File: src/ramp_mod_pkg.sv
// Constants and field layout shared by the ramp modulator files
`default_nettype none
package ramp_mod_pkg;
   // ------------------------------------------------------------
   // Widths
   // ------------------------------------------------------------
   localparam int ADDR_W = 6;
   localparam int DATA_W = 32;
   localparam int INT_W = 16;
   localparam int FRAC_W = 25;
   localparam int N_W = INT_W + FRAC_W;
   localparam int DEV_W = 16;
   localparam int SHIFT_W = 4;
   localparam int STEP_W = 20;
   localparam int DIV_W = 12;
   localparam int CELLS = 7;

   // ------------------------------------------------------------
   // Register offsets
   // ------------------------------------------------------------
   localparam logic [ADDR_W-1:0] ADDR_CTRL = 6'h00;
   localparam logic [ADDR_W-1:0] ADDR_FRAC = 6'h04;
   localparam logic [ADDR_W-1:0] ADDR_INT = 6'h08;
   localparam logic [ADDR_W-1:0] ADDR_DEV = 6'h0c;
   localparam logic [ADDR_W-1:0] ADDR_STEPS = 6'h10;
   localparam logic [ADDR_W-1:0] ADDR_TIMER = 6'h14;
   localparam logic [ADDR_W-1:0] ADDR_STATUS = 6'h18;
   localparam logic [ADDR_W-1:0] ADDR_NFRAC = 6'h1c;
   localparam logic [ADDR_W-1:0] ADDR_NINT = 6'h20;

   // ------------------------------------------------------------
   // Field positions
   // ------------------------------------------------------------
   localparam int CTRL_POL_BIT = 6;
   localparam int CTRL_FSK_BIT = 8;
   localparam int CTRL_PSK_BIT = 9;
   localparam int CTRL_MODE_LO = 10;
   localparam int CTRL_DIVB_BIT = 19;
   localparam int CTRL_SLIP_BIT = 28;
   localparam int CTRL_TXCLK_BIT = 29;
   localparam int CTRL_START_BIT = 31;
   localparam int DEV_SHIFT_LO = 16;
   localparam int TIMER_B_LO = 16;

   // ------------------------------------------------------------
   // Ramp mode codes
   // ------------------------------------------------------------
   localparam logic [1:0] MODE_SAWTOOTH = 2'h0;
   localparam logic [1:0] MODE_TRIANGLE = 2'h1;
   localparam logic [1:0] MODE_SINGLE_SAW = 2'h2;
   localparam logic [1:0] MODE_SINGLE_BURST = 2'h3;

   // ------------------------------------------------------------
   // Reset values
   // ------------------------------------------------------------
   localparam logic [DATA_W-1:0] CTRL_RST = 32'h0000_0000;
   localparam logic [FRAC_W-1:0] FRAC_RST = 25'h000_0000;
   localparam logic [INT_W-1:0] INT_RST = 16'h0000;
   localparam logic [DEV_W+SHIFT_W-1:0] DEV_RST = 20'h0_0000;
   localparam logic [STEP_W-1:0] STEPS_RST = 20'h0_0000;
   localparam logic [DIV_W-1:0] DIV_RST = 12'h001;
endpackage : ramp_mod_pkg
`default_nettype wire

File: src/step_timer_if.sv
// Link between the ramp sequencer and its step timer
`timescale 1ns/1ps
`default_nettype none
interface step_timer_if;
   logic restart;
   logic use_b;
   logic [11:0] div_a;
   logic [11:0] div_b;
   logic tick;
   modport ctrl (output restart, use_b, div_a, div_b, input tick);
   modport timer (input restart, use_b, div_a, div_b, output tick);
endinterface : step_timer_if
`default_nettype wire

File: src/fractional_ramp_modulator.sv
// Fractional divide modulator: slip cells, FSK, PSK and ramp generator
//
// Notes on behaviour
// - Predicted slip switches on one extra cell
// - Each further prediction adds a cell, seven max
// - After overshoot, cells switch off one by one
// - Slip logic runs only with its enable bit
// - FSK toggles add or subtract scaled deviation
// - Deviation is 16-bit word shifted by 4-bit
// - PSK pin level picks 0 or 180 degrees
// - Four waveforms: burst, sawtooth burst, sawtooth, triangle
// - Step interval is divider a, times divider b in ramp divide mode
// - 20-bit count sets steps per segment
// - Single burst adds per interval, then holds
// - Sawtooth burst restores start value, then holds
// - Sawtooth ramp repeats sawtooth burst until disabled
// - Triangle steps down equally, then up again
// - Divide value carries a 25-bit fraction
// - Mode code 01 triangle, 11 single burst
// - Select bit picks timer or pin edges
`timescale 1ns/1ps
`default_nettype none
module fractional_ramp_modulator (
   // Clock and reset
   input wire logic clk_in,
   input wire logic sys_rst_in,
   // Register port
   input wire logic [ramp_mod_pkg::ADDR_W-1:0] reg_addr_in,
   input wire logic [ramp_mod_pkg::DATA_W-1:0] reg_wdata_in,
   input wire logic reg_wr_in,
   input wire logic reg_rd_in,
   output logic [ramp_mod_pkg::DATA_W-1:0] reg_rdata_out,
   // Modulation pin
   input wire logic tx_data_in,
   // Phase detector slip indications
   input wire logic slip_predict_in,
   input wire logic slip_overshoot_in,
   input wire logic tune_up_in,
   // Divider and charge pump controls
   output logic [ramp_mod_pkg::INT_W-1:0] n_int_out,
   output logic [ramp_mod_pkg::FRAC_W-1:0] n_frac_out,
   output logic phase_180_out,
   output logic [ramp_mod_pkg::CELLS-1:0] slip_cells_out,
   output logic slip_source_out
);
   import ramp_mod_pkg::*;

   typedef enum logic [2:0] {ST_IDLE, ST_UP, ST_DOWN, ST_RETURN, ST_HOLD} ramp_state_t;

   typedef struct packed {
      logic [DATA_W-1:0] ctrl;
      logic [FRAC_W-1:0] frac;
      logic [INT_W-1:0] nint;
      logic [DEV_W+SHIFT_W-1:0] dev;
      logic [STEP_W-1:0] steps;
      logic [DIV_W-1:0] div_a;
      logic [DIV_W-1:0] div_b;
      logic [DATA_W-1:0] rdata;
      logic tx_s1;
      logic tx_s2;
      logic tx_s3;
      logic pr_s1;
      logic pr_s2;
      logic pr_s3;
      logic ov_s1;
      logic ov_s2;
      logic ov_s3;
      logic up_s1;
      logic up_s2;
      logic [CELLS-1:0] cells;
      logic unwind;
      logic src;
      logic phase;
      logic start_prev;
      logic tmr_restart;
      ramp_state_t st;
      logic [STEP_W-1:0] cnt;
      logic [N_W-1:0] acc;
   } mod_state_t;

   mod_state_t s_q;
   mod_state_t s_d;

   // ------------------------------------------------------------
   // Helpers
   // ------------------------------------------------------------
   // word times two to the shift
   function automatic logic [N_W-1:0] scaled_dev(input logic [DEV_W+SHIFT_W-1:0] d);
      logic [N_W-1:0] w;
      w = N_W'(signed'(d[DEV_W-1:0]));
      return w << d[DEV_W+SHIFT_W-1:DEV_SHIFT_LO];
   endfunction : scaled_dev

   logic tx_rise;
   logic tx_fall;
   logic pr_rise;
   logic ov_rise;
   logic slip_en;
   logic may_add;
   logic ramp_on;
   logic start_rise;
   logic fsk_en;
   logic psk_en;
   logic step;
   logic last_step;
   logic [1:0] mode;
   logic [N_W-1:0] delta;
   logic [N_W-1:0] center;

   step_timer_if tmr ();

   step_timer u_timer (
      .clk_in(clk_in),
      .sys_rst_in(sys_rst_in),
      .tmr(tmr.timer)
   );

   assign tmr.restart = s_q.tmr_restart;
   // second divider only in ramp divide mode
   assign tmr.use_b = s_q.ctrl[CTRL_DIVB_BIT];
   assign tmr.div_a = s_q.div_a;
   assign tmr.div_b = s_q.div_b;

   // Edge detectors read only the settled stages
   assign tx_rise = s_q.tx_s2 & ~s_q.tx_s3;
   assign tx_fall = ~s_q.tx_s2 & s_q.tx_s3;
   assign pr_rise = s_q.pr_s2 & ~s_q.pr_s3;
   assign ov_rise = s_q.ov_s2 & ~s_q.ov_s3;
   assign slip_en = s_q.ctrl[CTRL_SLIP_BIT];
   assign may_add = slip_en & ~s_q.unwind & ~(ov_rise & (|s_q.cells)) & pr_rise;
   assign ramp_on = s_q.ctrl[CTRL_START_BIT];
   assign start_rise = ramp_on & ~s_q.start_prev;
   assign fsk_en = s_q.ctrl[CTRL_FSK_BIT];
   assign psk_en = s_q.ctrl[CTRL_PSK_BIT];
   assign mode = s_q.ctrl[CTRL_MODE_LO+1:CTRL_MODE_LO];
   // pin or timer, stale tick masked
   assign step = ~s_q.tmr_restart & (s_q.ctrl[CTRL_TXCLK_BIT] ? tx_rise : tmr.tick);
   assign last_step = (s_q.cnt + 20'h0_0001) >= s_q.steps;
   assign delta = scaled_dev(s_q.dev);
   assign center = {s_q.nint, s_q.frac};

   assign reg_rdata_out = s_q.rdata;
   assign n_int_out = s_q.acc[N_W-1:FRAC_W];
   assign n_frac_out = s_q.acc[FRAC_W-1:0];
   assign phase_180_out = s_q.phase;
   assign slip_cells_out = s_q.cells;
   assign slip_source_out = s_q.src;

   // ------------------------------------------------------------
   // Next state
   // ------------------------------------------------------------
   always_comb begin
      s_d = s_q;
      s_d.tx_s1 = tx_data_in;
      s_d.tx_s2 = s_q.tx_s1;
      s_d.tx_s3 = s_q.tx_s2;
      s_d.pr_s1 = slip_predict_in;
      s_d.pr_s2 = s_q.pr_s1;
      s_d.pr_s3 = s_q.pr_s2;
      s_d.ov_s1 = slip_overshoot_in;
      s_d.ov_s2 = s_q.ov_s1;
      s_d.ov_s3 = s_q.ov_s2;
      s_d.up_s1 = tune_up_in;
      s_d.up_s2 = s_q.up_s1;
      s_d.rdata = '0;
      s_d.tmr_restart = 1'b0;
      s_d.start_prev = ramp_on;

      // Register writes
      if (reg_wr_in) begin
         case (reg_addr_in)
            ADDR_CTRL: s_d.ctrl = reg_wdata_in;
            ADDR_FRAC: s_d.frac = reg_wdata_in[FRAC_W-1:0];
            ADDR_INT: s_d.nint = reg_wdata_in[INT_W-1:0];
            ADDR_DEV: s_d.dev = reg_wdata_in[DEV_W+SHIFT_W-1:0];
            ADDR_STEPS: s_d.steps = reg_wdata_in[STEP_W-1:0];
            ADDR_TIMER: begin
               s_d.div_a = reg_wdata_in[DIV_W-1:0];
               s_d.div_b = reg_wdata_in[TIMER_B_LO+DIV_W-1:TIMER_B_LO];
            end
            default: ;
         endcase
      end

      // Register reads, data valid the next cycle only
      if (reg_rd_in) begin
         case (reg_addr_in)
            ADDR_CTRL: s_d.rdata = s_q.ctrl;
            ADDR_FRAC: s_d.rdata = 32'(s_q.frac);
            ADDR_INT: s_d.rdata = 32'(s_q.nint);
            ADDR_DEV: s_d.rdata = 32'(s_q.dev);
            ADDR_STEPS: s_d.rdata = 32'(s_q.steps);
            ADDR_TIMER: s_d.rdata = {4'h0, s_q.div_b, 4'h0, s_q.div_a};
            ADDR_STATUS: s_d.rdata = {s_q.cnt, s_q.unwind, s_q.src,
                                      s_q.cells, 3'(s_q.st)};
            ADDR_NFRAC: s_d.rdata = 32'(s_q.acc[FRAC_W-1:0]);
            ADDR_NINT: s_d.rdata = 32'(s_q.acc[N_W-1:FRAC_W]);
            default: s_d.rdata = '0;
         endcase
      end

      // ------------------------------------------------------------
      // Slip reduction cells
      // ------------------------------------------------------------
      if (!slip_en) begin
         s_d.cells = '0;
         s_d.unwind = 1'b0;
      end else if (s_q.unwind) begin
         s_d.cells = s_q.cells >> 1;
         s_d.unwind = |s_q.cells[CELLS-1:1];
      end else if (ov_rise && (|s_q.cells)) begin
         s_d.unwind = 1'b1;
      end else if (pr_rise) begin
         // add a cell, saturating at seven
         s_d.cells = {s_q.cells[CELLS-2:0], 1'b1};
         s_d.src = s_q.up_s2;
      end

      s_d.phase = psk_en & s_q.tx_s2;

      // ------------------------------------------------------------
      // Ramp and FSK
      // ------------------------------------------------------------
      if (!ramp_on) begin
         s_d.st = ST_IDLE;
         s_d.cnt = '0;
         if (fsk_en) begin
            if (tx_rise) begin
               s_d.acc = s_q.acc + delta;
            end else if (tx_fall) begin
               s_d.acc = s_q.acc - delta;
            end
         end else begin
            s_d.acc = center;
         end
      end else if (start_rise) begin
         s_d.st = ST_UP;
         s_d.cnt = '0;
         s_d.acc = center;
         s_d.tmr_restart = 1'b1;
      end else if (step) begin
         case (s_q.st)
            ST_UP: begin
               s_d.acc = s_q.acc + delta;
               if (last_step) begin
                  s_d.cnt = '0;
                  case (mode)
                     MODE_TRIANGLE: s_d.st = ST_DOWN;
                     MODE_SINGLE_BURST: s_d.st = ST_HOLD;
                     default: s_d.st = ST_RETURN;
                  endcase
               end else begin
                  s_d.cnt = s_q.cnt + 20'h0_0001;
               end
            end
            ST_DOWN: begin
               s_d.acc = s_q.acc - delta;
               if (last_step) begin
                  s_d.cnt = '0;
                  s_d.st = ST_UP;
               end else begin
                  s_d.cnt = s_q.cnt + 20'h0_0001;
               end
            end
            ST_RETURN: begin
               s_d.acc = center;
               s_d.st = (mode == MODE_SAWTOOTH) ? ST_UP : ST_HOLD;
            end
            default: ;
         endcase
      end
   end

   always_ff @(posedge clk_in or posedge sys_rst_in) begin
      if (sys_rst_in) begin
         s_q <= '0;
         s_q.ctrl <= CTRL_RST;
         s_q.frac <= FRAC_RST;
         s_q.nint <= INT_RST;
         s_q.dev <= DEV_RST;
         s_q.steps <= STEPS_RST;
         s_q.div_a <= DIV_RST;
         s_q.div_b <= DIV_RST;
         s_q.st <= ST_IDLE;
      end else begin
         s_q <= s_d;
      end
   end
endmodule : fractional_ramp_modulator
`default_nettype wire

File: src/step_timer.sv
// Two-stage divider that paces ramp steps
`timescale 1ns/1ps
`default_nettype none
module step_timer (
   // Clock and reset
   input wire logic clk_in,
   input wire logic sys_rst_in,
   // Sequencer side
   step_timer_if.timer tmr
);
   import ramp_mod_pkg::*;

   typedef struct packed {
      logic [DIV_W-1:0] a_cnt;
      logic [DIV_W-1:0] b_cnt;
      logic tick;
   } tmr_state_t;

   tmr_state_t s_q;
   tmr_state_t s_d;

   assign tmr.tick = s_q.tick;

   // ------------------------------------------------------------
   // Divider chain
   // ------------------------------------------------------------
   always_comb begin
      s_d = s_q;
      s_d.tick = 1'b0;
      if (tmr.restart) begin
         s_d.a_cnt = '0;
         s_d.b_cnt = '0;
      end else if (s_q.a_cnt + 12'h001 >= tmr.div_a) begin
         s_d.a_cnt = '0;
         // Second stage only counts in ramp divide mode
         if (!tmr.use_b || (s_q.b_cnt + 12'h001 >= tmr.div_b)) begin
            s_d.b_cnt = '0;
            s_d.tick = 1'b1;
         end else begin
            s_d.b_cnt = s_q.b_cnt + 12'h001;
         end
      end else begin
         s_d.a_cnt = s_q.a_cnt + 12'h001;
      end
   end

   always_ff @(posedge clk_in or posedge sys_rst_in) begin
      if (sys_rst_in) begin
         s_q <= '0;
      end else begin
         s_q <= s_d;
      end
   end
endmodule : step_timer
`default_nettype wire

File: config.mk
export PLATFORM = sky130hd
export DESIGN_NAME = fractional_ramp_modulator
export DESIGN_NICKNAME = d
export VERILOG_FILES = /design/src/ramp_mod_pkg.sv /design/src/step_timer_if.sv /design/src/fractional_ramp_modulator.sv /design/src/step_timer.sv
export SDC_FILE = /design/constraint.sdc
export NUM_CORES = 1
export LEC_CHECK = 0
export BUFFER_PORTS_ARGS = -buffer_cell sky130_fd_sc_hd__buf_2
export CAP_MARGIN = 20
export CORE_AREA = 2 2 220 222
export DETAILED_ROUTE_END_ITERATION = 16
export DIE_AREA = 0 0 222 224
export HOLD_SLACK_MARGIN = 0.05
export PLACE_DENSITY = 0.7
export SYNTH_ARGS = -nofsm -noshare
export SYNTH_HDL_FRONTEND = slang
export SYNTH_SLANG_ARGS = --single-unit
File: constraint.sdc
create_clock -name clk_in -period 11.9 [get_ports clk_in]
set_clock_uncertainty 0.2 [all_clocks]
set_input_delay 0.595 -clock clk_in [delete_from_list [all_inputs] [get_ports clk_in]]
set_output_delay 0.595 -clock clk_in [all_outputs]
set_load 0.02 [all_outputs]
======== Word level (Yosys, flattened, before mapping) ========
Index checks and enable logic that the tools add are counted.
storage, ports and cells
  register bits ........................... 281
  bits of input ports ..................... 46
  output and inout bits ................... 82
  word-level logic and storage cells ...... 126
operators by class
  add/sub/neg operators ................... 5
  $lt $le $gt $ge ......................... 3
  eq/ne operators ......................... 21
  shift-type cells ........................ 1
  muxes and demuxes ....................... 30
  bitwise gates (word level) .............. 15
  reductions and logical operators ........ 20
operators with widths
  cell                                                             count
  32-bit one-hot mux with 9 select lines                           1
  64-bit 2-to-1 mux                                                3
  41-bit 2-to-1 mux                                                3
  41-bit one-hot mux with 3 select lines                           1
  41-bit adder                                                     1
  41-bit by 4-bit << shifter with 41-bit output                    1
  41-bit subtractor                                                1
  20-bit 2-to-1 mux                                                2
  32-bit 2-to-1 mux                                                1
  12-bit by 1-bit adder with 12-bit output, second input constant  2
  6-bit by 5-bit == test with 1-bit output, second input constant  4
  12-bit >= comparator                                             2
  12-bit 2-to-1 mux                                                2
  24-bit 2-to-1 mux                                                1
  20-bit by 1-bit adder with 20-bit output, second input constant  1
  20-bit >= comparator                                             1
  8-bit 2-to-1 mux                                                 2
  2-bit AND reduction                                              8
  7-bit 2-to-1 mux                                                 2
  13-bit 2-to-1 mux                                                1
  6-bit by 4-bit == test with 1-bit output, second input constant  2
  3-bit 2-to-1 mux                                                 3
  3-bit one-hot mux with 3 select lines                            1
  4-bit inequality test, second input constant                     2
  26 further kinds                                                 47

======== Longest topological paths before layout ========
Gate-level depths: netlist of the first run.
  depth after elaboration ................. 7
  mapped depth ............................ 22
  mapped depth without buffers ............ 20

======== By module ========
Synthesis of the first run repeated with hierarchy kept, for this count alone.
second synthesis, totals
  cells, all modules ...................... 2,350
  area, all modules ....................... 21,353.0 sq um
modules (own cells, without submodules)
  module                     instances  cells an instance  area an instance (sq um)
  fractional_ramp_modulator  1          2,121              19,389.8
  step_timer                 1          229                1,963.1

======== Worst setup path before layout of the first run ========
No wires, ideal clock.
  path type ............................... register to register
  start point ............................. reg s_q[179] in the netlist's numbering
  end point ............................... reg s_q (netlist bit n_int_out[14])
  setup time .............................. 0.126 ns
  data arrival time ....................... 4.537 ns
  data required time ...................... 11.574 ns
  setup slack ............................. 7.037 ns
  stages on the path, launching flop included .. 21
  path buffers ............................ 4
  clock period less this slack ............ 4.863 ns
  cell sequence ........................... dfrtp_1 clkbuf_1 clkbuf_1 clkbuf_1 inv_1 a21oi_1 a21oi_1 or2_2 ha_1 buf_4 inv_2 nor4_4 a21oi_2 o31ai_4 a211oi_2 or4_4 o21ai_2 nand2b_1 o211ai_1 xor2_1 a221o_1
between the ends
  word-level cells in the longest chain between the ends .. 6
  elaborated cells between the ends (all ways) .. 10
  those cells by class .................... add/sub (2); shift (1); mux (7)
RTL lines
  element                                                                             line                                                                source
  start, declared                                                                     fractional_ramp_modulator.sv:81                                     mod_state_t s_q;
  41-bit by 4-bit << shifter with 41-bit output (*)                                   fractional_ramp_modulator.sv:91                                     return w << d[DEV_W+SHIFT_W-1:DEV_SHIFT_LO];
  41-bit subtractor / 41-bit adder (equally long branches)                            --
  41-bit one-hot mux with 3 select lines / 41-bit 2-to-1 mux (equally long branches)  fractional_ramp_modulator.sv:242, fractional_ramp_modulator.sv:230
  64-bit 2-to-1 mux / 41-bit 2-to-1 mux (equally long branches)                       fractional_ramp_modulator.sv:241, fractional_ramp_modulator.sv:228
  64-bit 2-to-1 mux / 41-bit 2-to-1 mux (equally long branches)                       fractional_ramp_modulator.sv:236, fractional_ramp_modulator.sv:227
  64-bit 2-to-1 mux (*)                                                               fractional_ramp_modulator.sv:224                                    if (!ramp_on) begin
Every way passes the cells marked *; elsewhere a longest branch is shown, timed or not. The select of a mux whose other input is x is not followed.
A chain may end at the register's enable or synchronous reset.

======== Final worst setup path of the first run ========
  start point ............................. reg s_q[180] in the netlist's numbering
  end point ............................... reg s_q (netlist bit n_int_out[14])
Same word-level chain as after synthesis.

==> impl_results.md, run 1 <==
* Power share of the combinational group at 0.535
* Register area share after synthesis at 0.334
* Static Leakage at 10.5 nW
* RSZ-0062 raised after global routing: no
* Via density at 6.50
* Syn Inst Count at 2,316
* Filler cell count at 4,425
* Routed WL at 75,200 µm
* Failing checks: negative hold slack
* Routed len/inst at 25.6 µm
* Hold_ws at -0.0280 ns
* First-pass GRT wire length at 113,000 µm
* Area Growth Syn to Fin at 7.43%
* Worst hold path type: input pin to async pin
* CP Capture Type: register
* Synthesized area at 21,100 µm²
* Synthesized flop and latch total at 281
* Sw frac at 0.481
* Initial antenna violation count at 2
* Postcts setup bufs at 0
* Largest net degree at the start of global routing at 142
* DIE WIDTH at 222 µm
* Number of port buffers at 127
* Switching power at 2.35 mW
* Netlist cell types at 94
* Slew @ Worst Pin at 1.15 ns
* Warnings, synthesis at 0
* Pwr dens at 216 nW/µm²
* Worst-path maximum fanout at 24
* Clock latency at the later pin of the worst-skew pair at 0.58 ns
* CP Buf/Inv Count at 1
* Fmax at 0.177 GHz
* Endpoints failing setup at 0
* HPWL Detailed at 56,600 µm
* Antenna Nets Post-Route at 0
* Status: finished, violations left
* Final TNS setup at 0 ns
* VDD IR max at 0.140 mV
* WP data required at 12.16 ns
* Drc violations at 0
* Post-synth EDFFs at 0
* Minimum clock period at 5.65 ns
* Initial Utilization at 0.445
* Core ar. at 47,300 µm²
* Crit path DAT at 5.90 ns
* Top_reg_cell synth: dfrtp_1
* Crit path cell chain: mux2_2 > o21ai_0 > o21ai_0 > nand2_1 > o21a_1 > inv_1 > ha_1 > nor2b_1 > o21ai_0 > a21oi_1 > or3_1 > a221o_1 > a31oi_1 > o21a_1 > o41ai_1 > o211ai_1 > xor2_1 > a221o_1
* CTS tree: yes
* Vias in the first global route at 17,900
* Slew HR at 0.230
* Drt pass-1 iters at 6
* Critical path class: register to register
* DIE HEIGHT at 224 µm
* Endpoints failing hold at 8
* Part of the power in registers at 0.280
* Final nets at 2,473
* Crit path largest cell delay at 0.94 ns
* Clock share of power at 0.185
* Startpoint types: register
* Final Slew Violations at 0
* CTS root buffer: clkbuf_16
* Total CTS buffers at 27
* Top-Level Pins at 128
* Int Power at 2.54 mW
* Share of post-route cells with drive strength above 1 at 0.184
* RePlAce Congestion at 0.981
* Syn nets at 2,492
* Die area at 49,700 µm²
* GRT overflow at 0
* Fin crit share at 0.475
* Syn_area_per_cell at 9.09 µm²
* Top delay family on crit path: compound AO/OA/AOI/OAI gates
* Cell mode on critical path: o21ai_0
* Row Count at 80
* CTS Buffer Depth at 3
* Area of the multi-input gates at 12,500 µm²
* Vias at 19,100
* GRT Util Overall at 0.295
* Post-synth ARST share at 1.00
* Final Util at 0.478
* Max Cap Viol at 0
* # clock sinks at 281
* Sequential Area at 7030 µm²
* Detailed Route Iter0 Violations at 2,416
* Clock slew at reported path FFs at 0.07 ns
* Slowest-stage cell, CP: dfrtp_1
* H-tree levels at 1
metal layers:
layer | track usage | wire length, µm | vias to the layer above
li1 | - | - | 8362
met2 | 0.452 | 33000 | 1082
met1 | 0.411 | 31500 | 9444
met5 | 0 | 0 | -
met4 | 0.115 | 3380 | 0
met3 | 0.0576 | 7290 | 197
timing repair:
action	4_1_cts	5_1_grt
gates resized for setup	0	0
hold buffers	4	0
endpoints found under the hold margin	4	0
layout by cell type (no fill, tap or decap), drive strengths merged, types with 11 or more instances in the layout:
cell type | Yosys | routed
dfrtp | 279 | 279
nand2 | 181 | 181
nor2 | 165 | 165
a21oi | 158 | 158
buf | 114 | 158
mux2 | 146 | 146
ha | 128 | 128
inv | 123 | 124
o21ai | 116 | 116
xnor2 | 81 | 81
a22oi | 53 | 53
nand3 | 47 | 47
a31oi | 46 | 46
mux2i | 44 | 44
clkbuf | 96 | 40
a21o | 38 | 38
and2 | 31 | 31
a22o | 28 | 28
a221oi | 28 | 28
a222oi | 27 | 27
nand2b | 26 | 26
nor2b | 25 | 25
xor2 | 24 | 24
nor3 | 21 | 21
o31ai | 21 | 21
o221ai | 20 | 20
o22ai | 20 | 20
o21bai | 19 | 19
or2 | 19 | 19
a211oi | 17 | 17
o211ai | 16 | 16
nor4 | 15 | 15
and3 | 11 | 11
nand4 | 11 | 11
a221o | 11 | 11
or3 | 11 | 11
stage by stage:
stage	setup slack [ns]	area [µm²]	total power, mW	instances
after CTS	6.38	22600	4.82	2931
after global placement	6.49	21600	3.89	2877
after global routing	5.98	22600	5.14	2933
after floorplan	3.36	21100	3.19	2316
after detailed placement	6.40	21600	3.91	2877
final	6.25	22600	4.89	2935
synthesized netlist by cell type (12+ instances only):
library cell | number | area share
nor4_1 | 13 | 0.0039
a21oi_1 | 155 | 0.037
nor2_1 | 165 | 0.029
nor3_1 | 21 | 0.0050
xor2_1 | 24 | 0.010
inv_1 | 113 | 0.020
and2_1 | 29 | 0.0086
nor2b_1 | 24 | 0.0071
o211ai_1 | 16 | 0.0057
ha_1 | 128 | 0.076
nand2_1 | 181 | 0.032
nand3_1 | 47 | 0.011
mux2i_1 | 44 | 0.021
dfrtp_1 | 279 | 0.33
or2_2 | 17 | 0.0051
o22ai_1 | 20 | 0.0059
buf_4 | 86 | 0.031
o21bai_1 | 19 | 0.0068
a21o_1 | 38 | 0.014
buf_1 | 14 | 0.0025
xnor2_1 | 81 | 0.034
a31oi_1 | 46 | 0.014
a221oi_1 | 25 | 0.010
nand2b_1 | 26 | 0.0077
a211oi_1 | 13 | 0.0046
a222oi_1 | 27 | 0.013
a22oi_1 | 53 | 0.019
o31ai_1 | 18 | 0.0064
o221ai_1 | 20 | 0.0083
clkbuf_1 | 96 | 0.017
o21ai_0 | 103 | 0.024
a22o_1 | 28 | 0.012
mux2_2 | 143 | 0.076
buf_2 | 12 | 0.0029
logic make-up (layout without fill, tap and decap cells):
logic type	count (synthesis)	in the layout	synth area share
other	0	2	0
multiplexers	198	198	0.108
XOR/XNOR	105	105	0.0437
AND/OR/NAND/NOR	584	584	0.132
flip-flops	281	281	0.334
adder cells (fa/ha/maj)	130	130	0.0780
buffers and inverters	333	335	0.0764
AO/OA/AOI/OAI	685	685	0.229
sequential cells by signal (all words and copies together) (netlist names):
| register | count |
|---|---|
| center | 41 |
| n_int_out | 16 |
| mode | 2 |
| psk_en | 1 |
| reg_rdata_out | 32 |
| phase_180_out | 1 |
| tmr.restart | 1 |
| slip_cells_out | 7 |
| slip_source_out | 1 |
| tmr.div_a | 12 |
| fsk_en | 1 |
| s_d | 7 |
| u_timer.s_q | 24 |
| ramp_on | 1 |
| tmr.div_b | 12 |
| n_frac_out | 25 |
| s_q | 96 |
| u_timer.tmr.tick | 1 |
power by group through the flow:
stage / Sequential (mW) / Combinational [mW] / Clock (mW)
6_report: 1.37 / 2.62 / 0.903
5_1_grt: 1.37 / 2.81 / 0.952
4_1_cts: 1.35 / 2.56 / 0.907
3_5_place_dp: 1.37 / 2.54 / 0
3_3_place_gp: 1.37 / 2.53 / 0
2_1_floorplan: 1.21 / 1.98 / 0
worst paths after layout:
check,startpoint,endpoint,slack [ns],cells past startpoint
worst max-delay path,s_q[180],n_int_out[14],6.25,18
worst min-delay path,sys_rst_in,s_d[84],-0.03,2
worst max register to register,s_q[180],n_int_out[14],6.25,18
worst min register to register,s_d[76],s_q[76],0.15,0
max in group asynchronous,sys_rst_in,n_int_out[1],9.88,4
min in group clk_in,reg_wdata_in[25],s_q[249],0.07,2
cell type report:
type                    instances  share of cell area
clock inverters                10             0.00548
clock buffers                  40              0.0351
inverters                     123              0.0210
repair buffers                162              0.0419
multi-input cells            1702               0.551
well taps                     615              0.0340
diodes                          2            0.000221
flip-flops and latches        281               0.311
(Power assumes the default switching activity.)
==> inputs of run 2 (changes only) <==
==> constraint.sdc (replaced) <==
create_clock -name clk_in -period 5.2 [get_ports clk_in]
set_clock_uncertainty 0.2 [all_clocks]
set_input_delay 0.26 -clock clk_in [delete_from_list [all_inputs] [get_ports clk_in]]
set_output_delay 0.26 -clock clk_in [all_outputs]
set_load 0.02 [all_outputs]
==> impl_results.md, run 2 (synthesis gave the netlist of run 1 again) <==
* RSZ-0062 raised after global routing: no
* CP Capture Type: register
* Top-Level Pins at 128
* VDD IR max at 0.296 mV
* Minimum clock period at 5.01 ns
* Final WS setup at 0.194 ns
* HPWL Detailed at 57,500 µm
* Total CTS buffers at 27
* Endpoints failing hold at 0
* Startpoint types: register
* Pre-CTS WS at 0.102 ns
* Final TNS setup at 0 ns
* Vias at 19,200
* Commonest non-fill, non-tap cells in the layout: dfrtp_1 (277), nand2_1 (181), nor2_1 (163)
* Final Slew Violations at 0
* Share of post-route cells with drive strength above 1 at 0.194
* Static Leakage at 10.8 nW
* Fmax at 0.200 GHz
* GRT overflow at 0
* Status: completed
* Drt pass-1 iters at 7
* Via density at 6.43
* Slew HR at 0.282
* H-tree levels at 1
* Pwr dens at 495 nW/µm²
* Final instance area at 23,200 µm²
* Routed WL at 75,800 µm
* Area Growth Syn to Fin at 10.3%
* Drc violations at 0
* Max reg flops at 96
* Row Count at 80
* Critical path class: register to register
* GRT Util Overall at 0.299
* Largest net degree at the start of global routing at 147
* Initial Utilization at 0.445
* CTS tree: yes
* Number of port buffers at 127
* Min-Delay Startpoint: reg_rd_in
* Worst hold path type: input pin to register
* Critical path origin: s_q[179]
* WP data required at 5.44 ns
* Endpoints failing setup at 0
* Routed len/inst at 25.3 µm
* Die area at 49,700 µm²
* Clock slew at reported path FFs at 0.07 ns
* Placement Cell Area at 21,800 µm²
* DIE HEIGHT at 224 µm
* Fin crit share at 0.963
* Detailed Route Iter0 Violations at 2,623
* Hold_ws at 0.0687 ns
* # diodes at 0
* Slew @ Worst Pin at 1.08 ns
* First-pass GRT wire length at 115,000 µm
* Max Cap Viol at 0
* CTS root buffer: clkbuf_16
* Most common cell after layout, fill and taps aside: dfrtp_1
* Worst-path maximum fanout at 13
* Clock latency at the later pin of the worst-skew pair at 0.58 ns
* CTS Buffer Depth at 3
* Final Util at 0.490
* Vias in the first global route at 18,500
* RePlAce Congestion at 0.997
* Core ar. at 47,300 µm²
* Reg2reg start: s_q[179]
* Initial antenna violation count at 2
* Biggest register: s_q
* DIE WIDTH at 222 µm
* Antenna Nets Post-Route at 0
* # clock sinks at 281
* Crit path DAT at 5.25 ns
* Final nets at 2,533
run 2: changes by cell type in the layout (fill, tap and decap cells not counted), moves of 2 or more:
cell,before,now
diode_2,2,0
bufinv_16,2,6
buf_4,29,56
clkbuf_1,6,2
dlygate4sd3_1,4,37
dfrtp_1,279,277
dfrtp_2,0,2
ha_2,0,2
run 2: report_power, final:
| group | internal (mW) | total (mW) | leakage, nW | switching, mW |
|---|---|---|---|---|
| registers | 2.48 | 3.14 | 3.74 | 0.663 |
| clock network | 1.34 | 2.25 | 0.496 | 0.913 |
| logic | 2.28 | 6.10 | 6.52 | 3.82 |
run 2: timing repair:
item | 4_1_cts | 5_1_grt
hold endpoints to repair | 179 | 0
setup endpoints to repair | 0 | 17
buffers inserted | 0 | 0
gates resized for setup | 0 | 4
hold buffers | 37 | 0
run 2: layout make-up:
class                           instances  area (µm²)
Sequential cell                       281        7040
Clock inverter                         13         234
Inverter                              123         470
Tap cell                              615         769
Multi-Input combinational cell       1702       12500
Timing Repair Buffer                  222        1470
Clock buffer                           35         766
Fill cell                            4420       24100
run 2: stage by stage:
| stage | instances | total power [mW] |
|---|---|---|
| 4_1_cts | 2990 | 11.4 |
| 5_1_grt | 2991 | 12.1 |
| 6_report | 2991 | 11.5 |
| 3_3_place_gp | 2905 | 9.03 |
| 2_1_floorplan | 2316 | 7.31 |
| 3_5_place_dp | 2905 | 9.07 |
run 2: critical path, stage by stage (launching register included):
cell and delay, ns:
dfrtp_2 0.56, mux4_2 0.56, mux2i_1 0.32, mux2_2 0.25, ha_1 0.29, inv_2 0.18, a21oi_2 0.25, a21oi_1 0.09
or3_1 0.40, a221o_1 0.33, a31oi_1 0.37, o21a_1 0.28, buf_4 0.16, or4_1 0.10, o32ai_1 0.07, a2bb2oi_1 0.17
a221o_1 0.28
run 2: metal layers:
| metal | vias up | part of all wire | track usage | routed length [µm] |
|---|---|---|---|---|
| li1 | 8471 | - | - | - |
| met1 | 9466 | 0.42 | 0.417 | 31500 |
| met4 | 2 | 0.050 | 0.131 | 3800 |
| met2 | 1097 | 0.44 | 0.455 | 33000 |
| met5 | - | 0.00025 | 0 | 19 |
| met3 | 198 | 0.099 | 0.0525 | 7480 |
run 2: worst paths after layout:
check,endpoint,cells after the start,slack [ns]
min in group asynchronous,u_timer.s_q[9],3,0.23
max in group asynchronous,s_q[179],4,3.28
hold / removal,reg_rdata_out[27],4,0.07
hold reg to reg,s_d[84],0,0.15
setup reg to reg,n_int_out[14],16,0.19
setup / recovery,n_int_out[14],16,0.19
